==> config.mk <==
export PLATFORM = sky130hd
export DESIGN_NAME = fsd_fan_drive
export DESIGN_NICKNAME = d
export VERILOG_FILES = /design/src/fsd_pkg.sv /design/src/fsd_fan_drive.sv /design/src/fsd_soft_pwm.sv
export SDC_FILE = /design/constraint.sdc
export NUM_CORES = 1
export LEC_CHECK = 0
export BUFFER_PORTS_ARGS = -buffer_cell sky130_fd_sc_hd__buf_2
export CORE_AREA = 10 10 117 119
export DETAILED_ROUTE_END_ITERATION = 8
export DIE_AREA = 0 0 127 129
export HOLD_SLACK_MARGIN = 0.05
export MAX_ROUTING_LAYER = met4
export PLACE_DENSITY = 0.83
export SLEW_MARGIN = 20
export SYNTH_ARGS = -nofsm -noshare
export SYNTH_HDL_FRONTEND = slang
export SYNTH_HIERARCHICAL = 1
export SYNTH_SLANG_ARGS = --single-unit
==> constraint.sdc <==
create_clock -name ref_clk -period 4.2 [get_ports ref_clk]
set_input_delay 0.42 -clock ref_clk [delete_from_list [all_inputs] [get_ports ref_clk]]
set_output_delay 0.42 -clock ref_clk [all_outputs]
set_load 0.005 [all_outputs]
==> src/fsd_pkg.sv <==
// Constants for the single-phase fan drive control block
// Summary of operation
// - Command held high gives full speed
// - Minimum duty threshold set by min-speed setting
// - Above threshold, speed rises with duty
// - Below threshold, fan holds minimum speed
// - Blocked rotor: outputs off, soft-start retries
// - Locked restart attempts spaced four seconds
// - Overcurrent: drive off, retry after four seconds
// - Undervoltage disables drive, holds logic reset
// - Thermal shutdown turns motor drive off
// - Restart only after thermal hysteresis clears
// - Coil current ramped at each commutation
// - Rotation pulse follows each phase switch
// - Rotation pulse held low while locked
package fsd_pkg;
    localparam longint unsigned CLK_HZ          = 64'd25_000_000;
    localparam longint unsigned PWM_FREQ_HZ     = 64'd25_000;
    localparam longint unsigned RESTART_TIME_MS = 64'd4000;
    localparam longint unsigned LOCK_TIME_MS    = 64'd500;
    localparam longint unsigned MS_PER_S        = 64'd1000;

    localparam int DUTY_W = 10;
    localparam logic [DUTY_W-1:0] PWM_PERIOD =
        DUTY_W'(CLK_HZ / PWM_FREQ_HZ);
    localparam logic [DUTY_W-1:0] DUTY_FULL  = PWM_PERIOD;
    localparam logic [DUTY_W-1:0] DUTY_ZERO  = 10'h000;
    localparam logic [DUTY_W-1:0] RAMP_STEP  = 10'h008;
    localparam logic [DUTY_W:0]   CMD_TIMEOUT = {PWM_PERIOD, 1'b0};

    localparam longint unsigned RESTART_CYCLES_DEF =
        RESTART_TIME_MS * CLK_HZ / MS_PER_S;
    localparam longint unsigned LOCK_CYCLES_DEF =
        LOCK_TIME_MS * CLK_HZ / MS_PER_S;

    typedef enum logic [1:0] {
        FSD_RUN      = 2'b00,
        FSD_LOCK_OFF = 2'b01,
        FSD_OC_OFF   = 2'b10,
        FSD_TEMP_OFF = 2'b11
    } fsd_state_t;
endpackage : fsd_pkg

==> src/fsd_fan_drive.sv <==
// Single-phase fan drive control: speed, commutation, protection
`timescale 1ns/1ns
module fsd_fan_drive
    import fsd_pkg::*;
#(
    parameter int unsigned RESTART_CYCLES = 32'(RESTART_CYCLES_DEF),
    parameter int unsigned LOCK_CYCLES    = 32'(LOCK_CYCLES_DEF)
)(
    input  wire logic              ref_clk,
    input  wire logic              reset,
    input  wire logic              speed_cmd,
    input  wire logic              hall_compare,
    input  wire logic [DUTY_W-1:0] min_speed_setting,
    input  wire logic              overcurrent_protect,
    input  wire logic              thermal_shutdown,
    input  wire logic              undervoltage_lockout,
    output logic                   coil_drive_a_high,
    output logic                   coil_drive_a_low,
    output logic                   coil_drive_b_high,
    output logic                   coil_drive_b_low,
    output logic                   rotation_pulse_out,
    output logic                   lock_active
);
    logic              rst;
    logic [1:0]        hall_sync;
    logic [1:0]        cmd_sync;
    logic              hall_s;
    logic              cmd_s;
    logic              hall_prev;
    logic              cmd_prev;
    logic              hall_edge;
    logic [DUTY_W:0]   high_cnt;
    logic [DUTY_W:0]   gap_cnt;
    logic [DUTY_W-1:0] cmd_duty;
    logic [DUTY_W-1:0] target;
    fsd_state_t        state;
    fsd_state_t        next_state;
    logic [31:0]       lock_cnt;
    logic [31:0]       wait_cnt;
    logic              restart;
    logic              pwm_on;
    logic [DUTY_W-1:0] applied;
    logic              drive_ok;

    assign rst = reset | undervoltage_lockout;

    // Two-stage synchronisers
    always_ff @(posedge ref_clk) begin
        if (rst) begin
            hall_sync <= 2'h0;
            cmd_sync  <= 2'h0;
        end else begin
            hall_sync <= {hall_sync[0], hall_compare};
            cmd_sync  <= {cmd_sync[0], speed_cmd};
        end
    end
    assign hall_s = hall_sync[1];
    assign cmd_s  = cmd_sync[1];

    always_ff @(posedge ref_clk) begin
        if (rst) begin
            hall_prev <= 1'b0;
            cmd_prev  <= 1'b0;
        end else begin
            hall_prev <= hall_s;
            cmd_prev  <= cmd_s;
        end
    end
    assign hall_edge = hall_s ^ hall_prev;

    // Command duty: high time counted between rising edges
    always_ff @(posedge ref_clk) begin
        if (rst) begin
            high_cnt <= 11'h000;
            gap_cnt  <= 11'h000;
            cmd_duty <= DUTY_ZERO;
        end else if (cmd_s && !cmd_prev) begin
            cmd_duty <= (high_cnt >= {1'b0, DUTY_FULL}) ? DUTY_FULL
                      : high_cnt[DUTY_W-1:0];
            high_cnt <= 11'h001;
            gap_cnt  <= 11'h000;
        end else if (gap_cnt >= CMD_TIMEOUT) begin
            cmd_duty <= cmd_s ? DUTY_FULL : DUTY_ZERO;
            high_cnt <= 11'h000;
        end else begin
            gap_cnt <= gap_cnt + 11'h001;
            if (cmd_s && high_cnt < CMD_TIMEOUT) begin
                high_cnt <= high_cnt + 11'h001;
            end
        end
    end

    // Floor at minimum duty, otherwise track command
    always_ff @(posedge ref_clk) begin
        if (rst) begin
            target <= DUTY_ZERO;
        end else if (cmd_duty >= min_speed_setting) begin
            target <= cmd_duty;
        end else begin
            target <= min_speed_setting;
        end
    end

    // Protection state
    always_comb begin
        next_state = state;
        case (state)
            FSD_RUN: begin
                if (thermal_shutdown) begin
                    next_state = FSD_TEMP_OFF;
                end else if (overcurrent_protect) begin
                    next_state = FSD_OC_OFF;
                end else if (lock_cnt >= LOCK_CYCLES - 1 && !hall_edge) begin
                    next_state = FSD_LOCK_OFF;
                end
            end
            FSD_LOCK_OFF, FSD_OC_OFF: begin
                if (thermal_shutdown) begin
                    next_state = FSD_TEMP_OFF;
                end else if (wait_cnt >= RESTART_CYCLES - 1) begin
                    next_state = FSD_RUN;
                end
            end
            FSD_TEMP_OFF: begin
                if (!thermal_shutdown) begin
                    next_state = FSD_RUN;
                end
            end
            default: next_state = FSD_RUN;
        endcase
    end

    always_ff @(posedge ref_clk) begin
        if (rst) begin
            state <= FSD_RUN;
        end else begin
            state <= next_state;
        end
    end

    always_ff @(posedge ref_clk) begin
        if (rst || state != FSD_RUN || hall_edge) begin
            lock_cnt <= 32'h0000_0000;
        end else begin
            lock_cnt <= lock_cnt + 32'h0000_0001;
        end
    end

    always_ff @(posedge ref_clk) begin
        if (rst || state == FSD_RUN || state == FSD_TEMP_OFF) begin
            wait_cnt <= 32'h0000_0000;
        end else begin
            wait_cnt <= wait_cnt + 32'h0000_0001;
        end
    end

    // Lock flag holds from detection until rotation resumes
    always_ff @(posedge ref_clk) begin
        if (rst) begin
            lock_active <= 1'b0;
        end else if (next_state == FSD_LOCK_OFF) begin
            lock_active <= 1'b1;
        end else if (state == FSD_RUN && hall_edge) begin
            lock_active <= 1'b0;
        end
    end

    // Soft start on every restart and every commutation
    assign restart = hall_edge || state != FSD_RUN;

    fsd_soft_pwm u_soft_pwm (
        .ref_clk (ref_clk),
        .rst     (rst),
        .target  (target),
        .restart (restart),
        .pwm_on  (pwm_on),
        .applied (applied)
    );

    assign drive_ok = state == FSD_RUN && !overcurrent_protect
                   && !thermal_shutdown;

    always_ff @(posedge ref_clk) begin
        if (rst || !drive_ok) begin
            coil_drive_a_high <= 1'b0;
            coil_drive_a_low  <= 1'b0;
            coil_drive_b_high <= 1'b0;
            coil_drive_b_low  <= 1'b0;
        end else if (hall_s) begin
            coil_drive_a_high <= 1'b0;
            coil_drive_a_low  <= 1'b1;
            coil_drive_b_high <= pwm_on;
            coil_drive_b_low  <= 1'b0;
        end else begin
            coil_drive_a_high <= pwm_on;
            coil_drive_a_low  <= 1'b0;
            coil_drive_b_high <= 1'b0;
            coil_drive_b_low  <= 1'b1;
        end
    end

    always_ff @(posedge ref_clk) begin
        if (rst || lock_active) begin
            rotation_pulse_out <= 1'b0;
        end else begin
            rotation_pulse_out <= ~hall_s;
        end
    end
endmodule : fsd_fan_drive

==> src/fsd_soft_pwm.sv <==
// Drive PWM generator with soft duty ramp
`timescale 1ns/1ns
module fsd_soft_pwm
    import fsd_pkg::*;
(
    input  wire logic              ref_clk,
    input  wire logic              rst,
    input  wire logic [DUTY_W-1:0] target,
    input  wire logic              restart,
    output logic                   pwm_on,
    output logic      [DUTY_W-1:0] applied
);
    logic [DUTY_W-1:0] cnt;
    logic              wrap;

    assign wrap   = (cnt == PWM_PERIOD - 10'h001);
    assign pwm_on = (cnt < applied);

    always_ff @(posedge ref_clk) begin
        if (rst || wrap) begin
            cnt <= DUTY_ZERO;
        end else begin
            cnt <= cnt + 10'h001;
        end
    end

    // Duty restarts from zero and climbs one step per period
    always_ff @(posedge ref_clk) begin
        if (rst || restart) begin
            applied <= DUTY_ZERO;
        end else if (wrap) begin
            if (applied + RAMP_STEP <= target) begin
                applied <= applied + RAMP_STEP;
            end else if (applied > target + RAMP_STEP) begin
                applied <= applied - RAMP_STEP;
            end else begin
                applied <= target;
            end
        end
    end
endmodule : fsd_soft_pwm

; Word level (Yosys, flattened, before mapping)
; Index checks and enable logic that the tools add are counted.
[word_totals]
output_inout_bits = 6
regBits = 140
wordCells = 96
[classes]
bitwise = 3
mux = 21
n_lt_le_gt_ge = 9
n_addsub = 8
eq_ne = 5
reduce_logical = 30
[op_table]
columns = operator, count
row1 = 2-to-1 mux 10 bit, 7
row2 = "adder 32 x 1 -> 32 bit, second input constant", 2
row3 = "greater-or-equal comparator 32 x 24 -> 1 bit, second input constant", 1
row4 = "greater-or-equal comparator 32 x 27 -> 1 bit, second input constant", 1
row5 = "adder 11 x 1 -> 11 bit, second input constant", 2
row6 = "adder 10 x 4 -> 10 bit, second input constant", 2
row7 = 2-to-1 mux 2 bit, 6
row8 = "greater-or-equal comparator 11 x 10 -> 1 bit, second input constant", 1
row9 = "greater-or-equal comparator 11 bit, second input constant", 1
row10 = "< comparator 11 bit, second input constant", 1
row11 = "adder 10 x 1 -> 10 bit, second input constant", 1
row12 = "== test 10 bit, second input constant", 1
row13 = greater-or-equal comparator 10 bit, 1
row14 = greater-than comparator 10 bit, 1
row15 = <= comparator 10 bit, 1
row16 = < comparator 10 bit, 1
row17 = "subtractor 10 x 4 -> 10 bit, second input constant", 1
row18 = logical OR 1 bit, 9
row19 = OR reduction 2 bit, 4
row20 = 2-to-1 mux 1 bit, 7
row21 = logical AND 1 bit, 6
row22 = case mux 2 bit (3 select lines), 1
row23 = nonzero test 2 bit, 3
row24 = zero test 1 bit, 5
row25 = other kinds (8), 10

; Longest topological paths before layout
; Gate-level depths: netlist (run 1).
[logic_depth]
ltp_word = 9
ltp_mapped = 12

; Cells and area by module
; Netlist (run 1), hierarchy kept.
[modules_own_cells]
columns = mod, seq_area_each_um2, cells_per_inst, area_per_inst_um2, n_inst
row1 = fsd_fan_drive, 2402.3, 621, 5377.7, 1
row2 = fsd_soft_pwm, 400.4, 250, 2026.9, 1

; Least setup slack after synthesis (run 1)
; No wires, ideal clock.
[synth_timing]
kind = register to register
from = register u_soft_pwm.applied[3]
to = register u_soft_pwm.applied[4]
slack_ns = 1.470
path_stages_with_launch = 13
setup_time_ns = 0.069
n_path_buf = 1
arrival_time_ns = 2.661
synth_period_minus_slack_ns = 2.730
t_required_ns = 4.131
cell_sequence = dfxtp_1 ha_1 nand3_1 nor3_1 xnor2_1 ha_1 and3_1 a211oi_1 a31oi_2 and2_1 buf_2 mux2_2 o21ai_1
[synth_via]
elab_chain_len = 3
elab_cells_between_ends = 6
classes_between = add/sub: 2 / order compare: 2 / mux: 2
[synth_rtl]
columns = item, line_no
row1 = start: declaration, fsd_soft_pwm.sv:11  ; output logic [DUTY_W-1:0] applied
row2 = start signal: assignment, fsd_soft_pwm.sv:33  ; applied <= applied + RAMP_STEP;
row3 = start signal: assignment, fsd_soft_pwm.sv:35  ; applied <= applied - RAMP_STEP;
row4 = start signal: assignment, fsd_soft_pwm.sv:37  ; applied <= target;
row5 = "adder 10 x 4 -> 10 bit, or another cell as far along", "fsd_soft_pwm.sv:32, fsd_soft_pwm.sv:33"
row6 = <= comparator 10 bit or 2-to-1 mux 10 bit (tied branches), "fsd_soft_pwm.sv:32, fsd_soft_pwm.sv:34"
row7 = 2-to-1 mux 10 bit (*), fsd_soft_pwm.sv:32  ; if (applied + RAMP_STEP <= target) begin
; Every way passes the cells marked *; elsewhere a longest branch is shown, timed or not.
; A chain may end at the register's enable or synchronous reset.

; Final worst setup path (run 1)
[layout_timing]
from = register target[3]
to = register u_soft_pwm.applied[9]
[layout_via]
elab_chain_len = 4
elab_cells_between_ends = 5
classes_between = add/sub: 1 / order compare: 2 / mux: 2
[layout_rtl]
columns = item, line_no
row1 = start: declaration, fsd_fan_drive.sv:35  ; logic [DUTY_W-1:0] target;
row2 = start signal: assignment, fsd_fan_drive.sv:98  ; target <= cmd_duty;
row3 = start signal: assignment, fsd_fan_drive.sv:100  ; target <= min_speed_setting;
row4 = adder 10 x 4 -> 10 bit, fsd_soft_pwm.sv:34  ; end else if (applied > target + RAMP_STEP) begin
row5 = greater-than comparator 10 bit, fsd_soft_pwm.sv:34
row6 = 2-to-1 mux 10 bit, fsd_soft_pwm.sv:34
row7 = 2-to-1 mux 10 bit (*), fsd_soft_pwm.sv:32
; Marks and branches as above.

==> impl_metrics.py, run 1 <==
metrics = {
    "outcome": {
        "status": "complete, no violations",
    },
    "synthesis": {
        "synth_seq_cells": 140,
        "synth_top_cell_area_share_pct": 37.9,
        "ys_types": 69,
        "yosys_warnings": 6,
        "synthesis.area_um2": 7400,
        "syn_inst": 871,
        "synth_edf_count": 0,
        "yosysMostFrequentCell": "dfxtp_1",
        "syn-num-nets": 936,
        "synthArstFlopShare_pct": 0,
        "synth_seq_area_share_pct": 37.9,
        "synthTopCellsByArea": "dfxtp_1 38%, ha_1 8.1%, xor2_1 6.2%, nor2_1 6.0%, xnor2_1 4.8%",
        "synthTopCellsByCount": "140 x dfxtp_1, 118 x nor2_1, 62 x nand3_1",
        "synth_top_cell_by_area": "dfxtp_1",
        "syn_area_per_cell_um2": 8.50,
        "synth_flop_cell": "dfxtp_1",
    },
    "clock_network": {
        "clock_latency_ns": 0.44,
        "cts_tree": "done",
        "clkTransAtPathRegs_ns": 0.06,
        "cts-hold-fix-buffers": 0,
        "clkSinkCount": 140,
        "cts_setup_buffers": 0,
        "cts_resized": 0,
        "cts.path.max_buffers": 2,
        "cts_buffers": 17,
        "cts-root-buf": "clkbuf_16",
        "htreeDepth": 4,
    },
    "floorplan": {
        "die_area_um2": 16400,
        "row_count": 39,
        "fp.coreArea_um2": 11300,
        "die_w_um": 127,
        "die_h_um": 129,
        "io-pin-count": 23,
        "floorplan.initialDensity_pct": 65.4,
    },
    "cells_and_area": {
        "areaGrowthSynthToFinish_pct": 10.8,
        "n_antenna_cell": 0,
        "drive_above_1_share_pct": 8.87,
        "fillers": 882,
        "fin_cells": 1045,
        "final_nets": 954,
    },
    "power": {
        "power_uw": 3000,
        "combPwrFrac_pct": 4.6,
        "ir_worst_vdd_v": 0.000365,
        "pwr_density_cell_nw_per_um2": 365,
        "p_clk_share_pct": 50.3,
        "power.switching_uw": 712,
        "sequentialPowerShare_pct": 45.1,
        "leakagePower_uw": 0.00311,
        "p_int_uw": 2290,
        "swShare_pct": 23.7,
    },
    "timing": {
        "slew_headroom_pct": 31.8,
        "tightestPinTransition_ns": 1.02,
        "rsz0062_at_grt": "no",
        "setup_viol": 0,
        "fin_crit_ns": 3.29,
        "fmax_mhz": 304,
        "final-hold-violation-count": 0,
        "hold-worst-slack_ns": 0.186,
        "period_share_pct": 78.4,
        "fin_setup_tns_ns": 0,
        "finClkSkew_ns": 0.00844,
        "drv_slew": 0,
    },
    "placement": {
        "globalplace.congestion": 0.993,
        "dp_cells": 1013,
        "port_buffers": 22,
        "hpwl_um": 12100,
    },
    "route": {
        "drt.antenna.violating_nets": 0,
        "drt-total-wl_um": 16700,
        "drt_iter0_drc": 479,
        "drt-pass1-iter-count": 6,
        "vias": 6282,
        "avgViaCountPerCell": 6.01,
        "drc_errors": 0,
        "wl_per_cell_um": 16.0,
    },
    "global_route": {
        "grt_max_degree": 33,
        "overflow": 0,
        "antenna_found_initial": 0,
        "grt_pass1_vias": 6246,
        "grt_usage_pct": 21.5,
        "grt_pass1_wl_um": 28500,
    },
    "min_path": {
        "holdCritStartpoint": "speed_cmd",
        "hold_class": "input pin to register",
        "min_to": "cmd_sync[0]$_SDFF_PP0_",
        "hold_depth": 2,
    },
    "setup_path": {
        "rr_startpoint": "target[3]$_SDFF_PP0_",
        "required_ns": 4.53,
        "worst_path_most_repeated_cell": "ha_1",
        "cp_top_family": "compound AO/OA/AOI/OAI gates",
        "cp_num_buf_inv": 0,
        "critPathSlowestCell": "o221ai_1",
        "ff2ff_path_depth": 10,
        "crit_type": "register to register",
        "cp.arrival_ns": 3.63,
        "rrSetupSlack_ns": 0.91,
        "timing.rr.end": "u_soft_pwm/applied[9]$_SDFFE_PP0P_",
        "crit_path_start_kind": "register",
        "crit_fanout": 11,
        "endpoint_kind": "register",
        "crit_chain": "ha_1, and3_1, nand3_1, xnor2_1, ha_1, nand4_1, o221ai_1, o21a_1, o211ai_1, a221oi_1",
        "max_stage_delay_ns": 0.77,
    },
    "flow_run": {
        "cap_violations": 0,
    },
}
[area by class of cell]
| class | count | area [µm²] | share of cell area (%) |
|---|---|---|---|
| repair buffers | 24 | 125 | 1.52 |
| inverters | 49 | 184 | 2.24 |
| well taps | 143 | 179 | 2.18 |
| clock inverters | 14 | 160 | 1.95 |
| multi-input cells | 657 | 4320 | 52.6 |
| clock buffers | 18 | 439 | 5.35 |
| flip-flops and latches | 140 | 2800 | 34.1 |
[routing by layer]
layer | GRT usage (%) | routed length, µm
met5 | - | 0
met4 | 10.4 | 535
met3 | 5.46 | 886
met2 | 35.6 | 8210
met1 | 23.6 | 7060
[power by group through the flow]
stage               clock [µW]  sequential (µW)  combinational, µW
global route              1580             1350                154
floorplan                    0             1380               94.8
CTS                       1530             1350                136
finish                    1510             1350                138
global placement             0             1380                130
detailed placement           0             1380                135
[registers in the layout, summed over array words and instances (netlist names), 10 cells and up]
register            cells
lock_cnt               32
wait_cnt               32
gap_cnt                11
high_cnt               11
cmd_duty               10
target                 10
u_soft_pwm/applied     10
u_soft_pwm/cnt         10
[cells in the final DEF, fill, tap and decap left out, types with 26 or more instances in the layout]
cell | synthesis | layout
and3_1 | 26 | 26
nand2_1 | 55 | 55
o21ai_0 | 30 | 30
xnor2_1 | 41 | 41
ha_1 | 48 | 48
nand3_1 | 62 | 61
nor2_1 | 118 | 118
inv_1 | 48 | 48
a21oi_1 | 32 | 32
dfxtp_1 | 140 | 140
xor2_1 | 52 | 52
[cell families (layout without fill, tap and decap cells)]
kind of cell | after synthesis | after routing | synth area share [%]
buffers and inverters | 74 | 105 | 3.90
XOR/XNOR | 93 | 93 | 11.0
flip-flops | 140 | 140 | 37.9
multiplexers | 7 | 7 | 0.963
AO/OA/AOI/OAI | 137 | 137 | 12.3
adder cells (fa/ha/maj) | 48 | 48 | 8.11
AND/OR/NAND/NOR | 372 | 372 | 25.8
[stage by stage]
| stage | util [%] | setup slack (ns) | instance area (µm²) |
|---|---|---|---|
| 2_1_floorplan | - | 1.47 | 7400 |
| 3_3_place_gp | 67.2 | 1.19 | 7600 |
| 3_5_place_dp | 67.2 | 1.06 | 7600 |
| 4_1_cts | 72.5 | 1.04 | 8200 |
| 5_1_grt | 72.5 | 0.679 | 8210 |
| 6_report | 72.5 | 0.905 | 8210 |
[how the worst max path moves through the flow]
stage	to	from	cells after the start	slack, ns
2_1_floorplan	u_soft_pwm/applied[4]$_SDFFE_PP0P_	u_soft_pwm/applied[3]$_SDFFE_PP0P_	12	1.47
3_3_place_gp	u_soft_pwm/applied[8]$_SDFFE_PP0P_	target[3]$_SDFF_PP0_	10	1.19
3_5_place_dp	u_soft_pwm/applied[9]$_SDFFE_PP0P_	target[3]$_SDFF_PP0_	10	1.06
4_1_cts	u_soft_pwm/applied[9]$_SDFFE_PP0P_	target[3]$_SDFF_PP0_	10	1.04
5_1_grt	u_soft_pwm/applied[6]$_SDFFE_PP0P_	u_soft_pwm/applied[3]$_SDFFE_PP0P_	11	0.68
6_report	u_soft_pwm/applied[9]$_SDFFE_PP0P_	target[3]$_SDFF_PP0_	10	0.91
Note: power is estimated with default switching activity, not from simulation.
==> run 2: changes to the inputs <==
--- a/config.mk
+++ b/config.mk
@@ -6,12 +6,12 @@
 export NUM_CORES = 1
 export LEC_CHECK = 0
 export BUFFER_PORTS_ARGS = -buffer_cell sky130_fd_sc_hd__buf_2
-export CORE_AREA = 10 10 117 119
+export CORE_AREA = 10 10 126 128
 export DETAILED_ROUTE_END_ITERATION = 8
-export DIE_AREA = 0 0 127 129
+export DIE_AREA = 0 0 136 138
 export HOLD_SLACK_MARGIN = 0.05
 export MAX_ROUTING_LAYER = met4
-export PLACE_DENSITY = 0.83
+export PLACE_DENSITY = 0.75
 export SLEW_MARGIN = 20
 export SYNTH_ARGS = -nofsm -noshare
 export SYNTH_HDL_FRONTEND = slang
==> constraint.sdc (replaced) <==
create_clock -name ref_clk -period 2.95 [get_ports ref_clk]
set_input_delay 0.295 -clock ref_clk [delete_from_list [all_inputs] [get_ports ref_clk]]
set_output_delay 0.295 -clock ref_clk [all_outputs]
set_load 0.005 [all_outputs]
==> impl_metrics.py, run 2 (synthesis gave the netlist of run 1 again) <==
metrics = {
    "setup_path": {
        "crit_type": "register to register",
        "cp.arrival_ns": 3.08,
        "cp_num_buf_inv": 0,
        "cp_top_family": "simple AND/OR/NAND/NOR gates",
        "rr_startpoint": "u_soft_pwm/applied[3]$_SDFFE_PP0P_",
        "max_stage_delay_ns": 0.39,
        "crit_chain": "ha_1, nand3_2, nor3_2, xnor2_1, ha_1, and3_1, o2111ai_1, nand4_1, and2_2, mux2_2, o21ai_1",
        "rrSetupSlack_ns": 0.22,
        "ff2ff_path_depth": 11,
        "worst_path_most_repeated_cell": "ha_1",
        "critPathSlowestCell": "dfxtp_1",
        "endpoint_kind": "register",
        "crit_fanout": 8,
        "timing.rr.end": "u_soft_pwm/applied[4]$_SDFFE_PP0P_",
        "required_ns": 3.30,
        "crit_path_start_kind": "register",
    },
    "floorplan": {
        "die_area_um2": 18800,
        "row_count": 43,
        "die_h_um": 138,
        "floorplan.initialDensity_pct": 54.8,
        "die_w_um": 136,
        "fp.coreArea_um2": 13500,
        "io-pin-count": 23,
    },
    "route": {
        "wl_met2_um": 7580,
        "drt-pass1-iter-count": 7,
        "avgViaCountPerCell": 5.63,
        "drc_errors": 0,
        "met3WireLength_um": 693,
        "drt.antenna.violating_nets": 0,
        "drt_iter0_drc": 389,
        "wl_per_cell_um": 14.5,
        "wl_met1_um": 7380,
        "highest_layer": "met4",
        "vias": 6159,
        "drt-total-wl_um": 15800,
    },
    "cells_and_area": {
        "reg_top3": "lock_cnt x32, wait_cnt x32",
        "final_nets": 965,
        "layout_common_cells": "139 x dfxtp_1, 118 x nor2_1, 61 x nand3_1",
        "drive_above_1_share_pct": 10.8,
        "final_common_cell": "dfxtp_1",
        "final_area_um2": 8420,
        "areaGrowthSynthToFinish_pct": 13.7,
        "post-route-util_pct": 62.3,
        "fillers": 1188,
    },
    "flow_run": {
        "cap_violations": 0,
    },
    "power": {
        "ir_worst_vdd_v": 0.000401,
        "leakagePower_uw": 0.00320,
        "pwr_density_cell_nw_per_um2": 532,
        "power_uw": 4480,
    },
    "clock_network": {
        "cts_tree": "done",
        "cts.path.max_buffers": 2,
        "clkTransAtPathRegs_ns": 0.06,
        "cts_buffers": 17,
        "htreeDepth": 4,
        "clock_latency_ns": 0.43,
        "cts-root-buf": "clkbuf_16",
        "cts_setup_buffers": 0,
        "clkSinkCount": 140,
    },
    "outcome": {
        "status": "complete, no violations",
    },
    "placement": {
        "globalplace.congestion": 0.976,
        "hpwl_um": 11200,
        "port_buffers": 22,
        "dpl_cell_area_um2": 7730,
    },
    "min_path": {
        "min_to": "cmd_sync[0]$_SDFF_PP0_",
        "hold_depth": 2,
        "hold_class": "input pin to register",
        "holdCritStartpoint": "speed_cmd",
    },
    "timing": {
        "fin_setup_tns_ns": 0,
        "setup_viol": 0,
        "tightestPinTransition_ns": 0.825,
        "final-hold-violation-count": 0,
        "fin_crit_ns": 2.73,
        "period_share_pct": 92.5,
        "hold-worst-slack_ns": 0.0712,
        "slew_headroom_pct": 44.9,
        "fmax_mhz": 367,
        "drv_slew": 0,
        "finClkSkew_ns": 0.0168,
    },
    "global_route": {
        "grt_pass1_vias": 5739,
        "antenna_found_initial": 1,
        "grt_max_degree": 33,
        "grt_pass1_wl_um": 26700,
        "grt_usage_pct": 17.4,
        "overflow": 0,
    },
}
==> run 2: cell types whose count changed in the layout (fill, tap and decap cells not counted), sizes merged <==
cell	previous run	this run
buf	24	35
bufinv	2	5
clkinv	7	5
diode	0	1
inv	52	51
==> run 2: area by class of cell <==
type                            instances  area [µm²]  share of cell area (%)
Multi-Input combinational cell        657        4340                    51.6
Tap cell                              180         225                    2.68
Inverter                               49         184                    2.18
Clock inverter                         14         215                    2.56
Sequential cell                       140        2800                    33.3
Clock buffer                           18         439                    5.22
Timing Repair Buffer                   35         208                    2.47
Antenna cell                            1        2.50                  0.0297
==> run 2: timing repair <==
| item | CTS | global route |
|---|---|---|
| hold endpoints to repair | 0 | 0 |
| gates resized for setup | 0 | 9 |
| hold buffers | 0 | 0 |
| setup endpoints to repair | 0 | 10 |
==> run 2: worst max path at each step <==
| stage | from | to | slack (ns) | cells past startpoint |
|---|---|---|---|---|
| floorplan | u_soft_pwm/applied[3]$_SDFFE_PP0P_ | u_soft_pwm/applied[4]$_SDFFE_PP0P_ | 0.22 | 12 |
| global route | u_soft_pwm/applied[3]$_SDFFE_PP0P_ | u_soft_pwm/applied[3]$_SDFFE_PP0P_ | -0.02 | 11 |
| finish | u_soft_pwm/applied[3]$_SDFFE_PP0P_ | u_soft_pwm/applied[4]$_SDFFE_PP0P_ | 0.22 | 11 |
| detailed placement | u_soft_pwm/applied[4]$_SDFFE_PP0P_ | u_soft_pwm/applied[4]$_SDFFE_PP0P_ | 0.12 | 10 |
| global placement | u_soft_pwm/applied[4]$_SDFFE_PP0P_ | u_soft_pwm/applied[4]$_SDFFE_PP0P_ | 0.18 | 10 |
| CTS | u_soft_pwm/applied[4]$_SDFFE_PP0P_ | u_soft_pwm/applied[4]$_SDFFE_PP0P_ | 0.09 | 10 |
==> run 2: metrics by stage <==
step | std cells | setup slack, ns
final | 1094 | 0.222
after global routing | 1094 | -0.0192
after CTS | 1093 | 0.0880
after detailed placement | 1061 | 0.117
after global placement | 1061 | 0.183
after floorplan | 871 | 0.220
==> run 2: per-layer routing <==
metal  global-route usage [%]  up-vias
li1                         -     3127
met1                     21.1     2884
met2                     27.9      133
met3                     4.75       15
met4                     4.71        0
met5                        -        -
==> run 2: where the power goes <==
part	switching [µW]	internal, µW
Clock	826	1530
Sequential	15.2	1910
Combinational	129	76.5
==> run 3: changes to the inputs <==
--- a/config.mk
+++ b/config.mk
@@ -9,9 +9,8 @@
 export CORE_AREA = 10 10 126 128
 export DETAILED_ROUTE_END_ITERATION = 8
 export DIE_AREA = 0 0 136 138
-export HOLD_SLACK_MARGIN = 0.05
 export MAX_ROUTING_LAYER = met4
-export PLACE_DENSITY = 0.75
+export PLACE_DENSITY = 0.82
 export SLEW_MARGIN = 20
 export SYNTH_ARGS = -nofsm -noshare
 export SYNTH_HDL_FRONTEND = slang
==> impl_metrics.py, run 3 (synthesis gave the netlist of run 1 again) <==
metrics = {
    "setup_path": {
        "required_ns": 3.24,
        "crit_path_start_kind": "register",
        "rr_startpoint": "u_soft_pwm/applied[3]$_SDFFE_PP0P_",
        "rrSetupSlack_ns": 0.20,
        "cp_top_family": "simple AND/OR/NAND/NOR gates",
        "crit_chain": "ha_2, nand3_1, nor3_1, xnor2_1, ha_1, and3_2, a31oi_2, nand2_2, buf_4, o311ai_1, o31ai_1",
        "crit_type": "register to register",
        "crit_fanout": 6,
        "cp_num_buf_inv": 1,
        "crit_start": "u_soft_pwm/applied[3]$_SDFFE_PP0P_",
        "cp.arrival_ns": 3.04,
        "critPathCapture": "u_soft_pwm/applied[1]$_SDFFE_PP0P_",
        "cp.depth": 11,
        "critPathSlowestCell": "dfxtp_2",
        "endpoint_kind": "register",
        "timing.rr.end": "u_soft_pwm/applied[1]$_SDFFE_PP0P_",
        "ff2ff_path_depth": 11,
        "max_stage_delay_ns": 0.36,
    },
    "floorplan": {
        "die_w_um": 136,
        "die_h_um": 138,
        "row_count": 43,
        "io-pin-count": 23,
        "die_area_um2": 18800,
        "fp.coreArea_um2": 13500,
        "floorplan.initialDensity_pct": 54.8,
    },
    "route": {
        "drt-total-wl_um": 15800,
        "drt.antenna.violating_nets": 0,
        "wl_per_cell_um": 14.5,
        "drc_errors": 0,
        "avgViaCountPerCell": 5.66,
        "drt-pass1-iter-count": 5,
        "drt_iter0_drc": 474,
        "vias": 6195,
    },
    "power": {
        "pwr_density_cell_nw_per_um2": 514,
        "ir_worst_vdd_v": 0.000411,
        "leakagePower_uw": 0.00317,
        "power_uw": 4310,
    },
    "cells_and_area": {
        "fin_cells": 1094,
        "areaGrowthSynthToFinish_pct": 13.2,
        "reg_top3": "lock_cnt x32, wait_cnt x32",
        "drive_above_1_share_pct": 10.6,
        "final_nets": 968,
        "layout_common_cells": "139 x dfxtp_1, 118 x nor2_1, 62 x nand3_1",
        "n_antenna_cell": 0,
        "final_common_cell": "dfxtp_1",
    },
    "placement": {
        "port_buffers": 22,
        "preCtsSetupSlack_ns": 0.101,
        "globalplace.congestion": 1.00,
        "hpwl_um": 11300,
        "dp_cells": 1063,
    },
    "global_route": {
        "grt_pass1_wl_um": 26700,
        "antenna_found_initial": 0,
        "grt_pass1_vias": 5832,
        "overflow": 0,
        "grt_usage_pct": 17.4,
        "grt_max_degree": 33,
    },
    "clock_network": {
        "cts.path.max_buffers": 2,
        "clkTransAtPathRegs_ns": 0.06,
        "cts-root-buf": "clkbuf_16",
        "cts_tree": "done",
        "cts-hold-fix-buffers": 0,
        "htreeDepth": 4,
        "cts_buffers": 17,
        "clkSinkCount": 140,
        "clock_latency_ns": 0.42,
    },
    "outcome": {
        "status": "complete, no violations",
    },
    "timing": {
        "hold-worst-slack_ns": 0.0731,
        "slew_headroom_pct": 29.8,
        "tightestPinTransition_ns": 1.05,
        "period_share_pct": 93.1,
        "finClkSkew_ns": 0.00854,
        "fin_crit_ns": 2.75,
        "setup_viol": 0,
        "final-hold-violation-count": 0,
        "fmax_mhz": 364,
        "drv_slew": 0,
        "layout_setup_ws_ns": 0.203,
    },
    "flow_run": {
        "cap_violations": 0,
    },
    "min_path": {
        "hold_class": "input pin to register",
    },
}
[run 3: cell types whose count changed in the layout (fill, tap and decap cells not counted), sizes merged]
cell,before,now
buf,35,38
clkinv,5,1
clkbuf,18,21
diode,1,0
bufinv,5,3
clkinvlp,2,4
inv,51,50
[run 3: worst min path at each step]
stage / start / end / slack (ns) / cells past startpoint
finish: speed_cmd / cmd_sync[0]$_SDFF_PP0_ / 0.07 / 2
global route: speed_cmd / cmd_sync[0]$_SDFF_PP0_ / 0.07 / 2
CTS: speed_cmd / cmd_sync[0]$_SDFF_PP0_ / 0.05 / 2
global placement: hall_sync[0]$_SDFF_PP0_ / hall_sync[1]$_SDFF_PP0_ / 0.41 / 1
detailed placement: cmd_sync[0]$_SDFF_PP0_ / cmd_sync[1]$_SDFF_PP0_ / 0.41 / 1
floorplan: cmd_sync[0]$_SDFF_PP0_ / cmd_sync[1]$_SDFF_PP0_ / 0.41 / 1
[run 3: layout make-up]
class                           count  area, µm²
Clock buffer                       21        460
Clock inverter                      9        138
Fill cell                        1112       5120
Inverter                           49        184
Multi-Input combinational cell    657       4340
Sequential cell                   140       2800
Tap cell                          180        225
Timing Repair Buffer               38        230
[run 3: what timing repair did]
item | CTS | global route
endpoints found under the hold margin | 0 | 0
setup endpoints to repair | 0 | 10
buffers inserted | 0 | 1
resized for setup | 0 | 11
[run 3: report_power, final]
group	switching (µW)	internal (µW)
clock	804	1370
sequential	15.3	1910
combinational	132	76.4
total	951	3350
[run 3: metrics by stage]
step	TNS [ns]	utilization, %	instance area, µm²
CTS	0	61.8	8350
global route	-0.0115	62.1	8380
floorplan	0	-	7400
detailed placement	0	57.4	7750
global placement	0	57.4	7750
finish	0	62.1	8380
[run 3: layer usage]
| layer | vias up | part of all wire (%) | wire length (µm) | global-route usage, % |
|---|---|---|---|---|
| met2 | 144 | 48 | 7560 | 28.0 |
| met4 | 0 | 3.0 | 468 | 7.57 |
| li1 | 3128 | - | - | - |
| met5 | - | 0 | 0 | - |
| met1 | 2880 | 45 | 7190 | 20.5 |
| met3 | 43 | 3.9 | 623 | 3.62 |
[run 3: worst register-to-register path, stage by stage (launching register included)]
cell      delay, ns
dfxtp_2        0.36
ha_2           0.21
nand3_1        0.11
nor3_1         0.20
xnor2_1        0.18
ha_1           0.29
and3_2         0.26
a31oi_2        0.32
nand2_2        0.18
buf_4          0.18
o311ai_1       0.22
o31ai_1        0.11
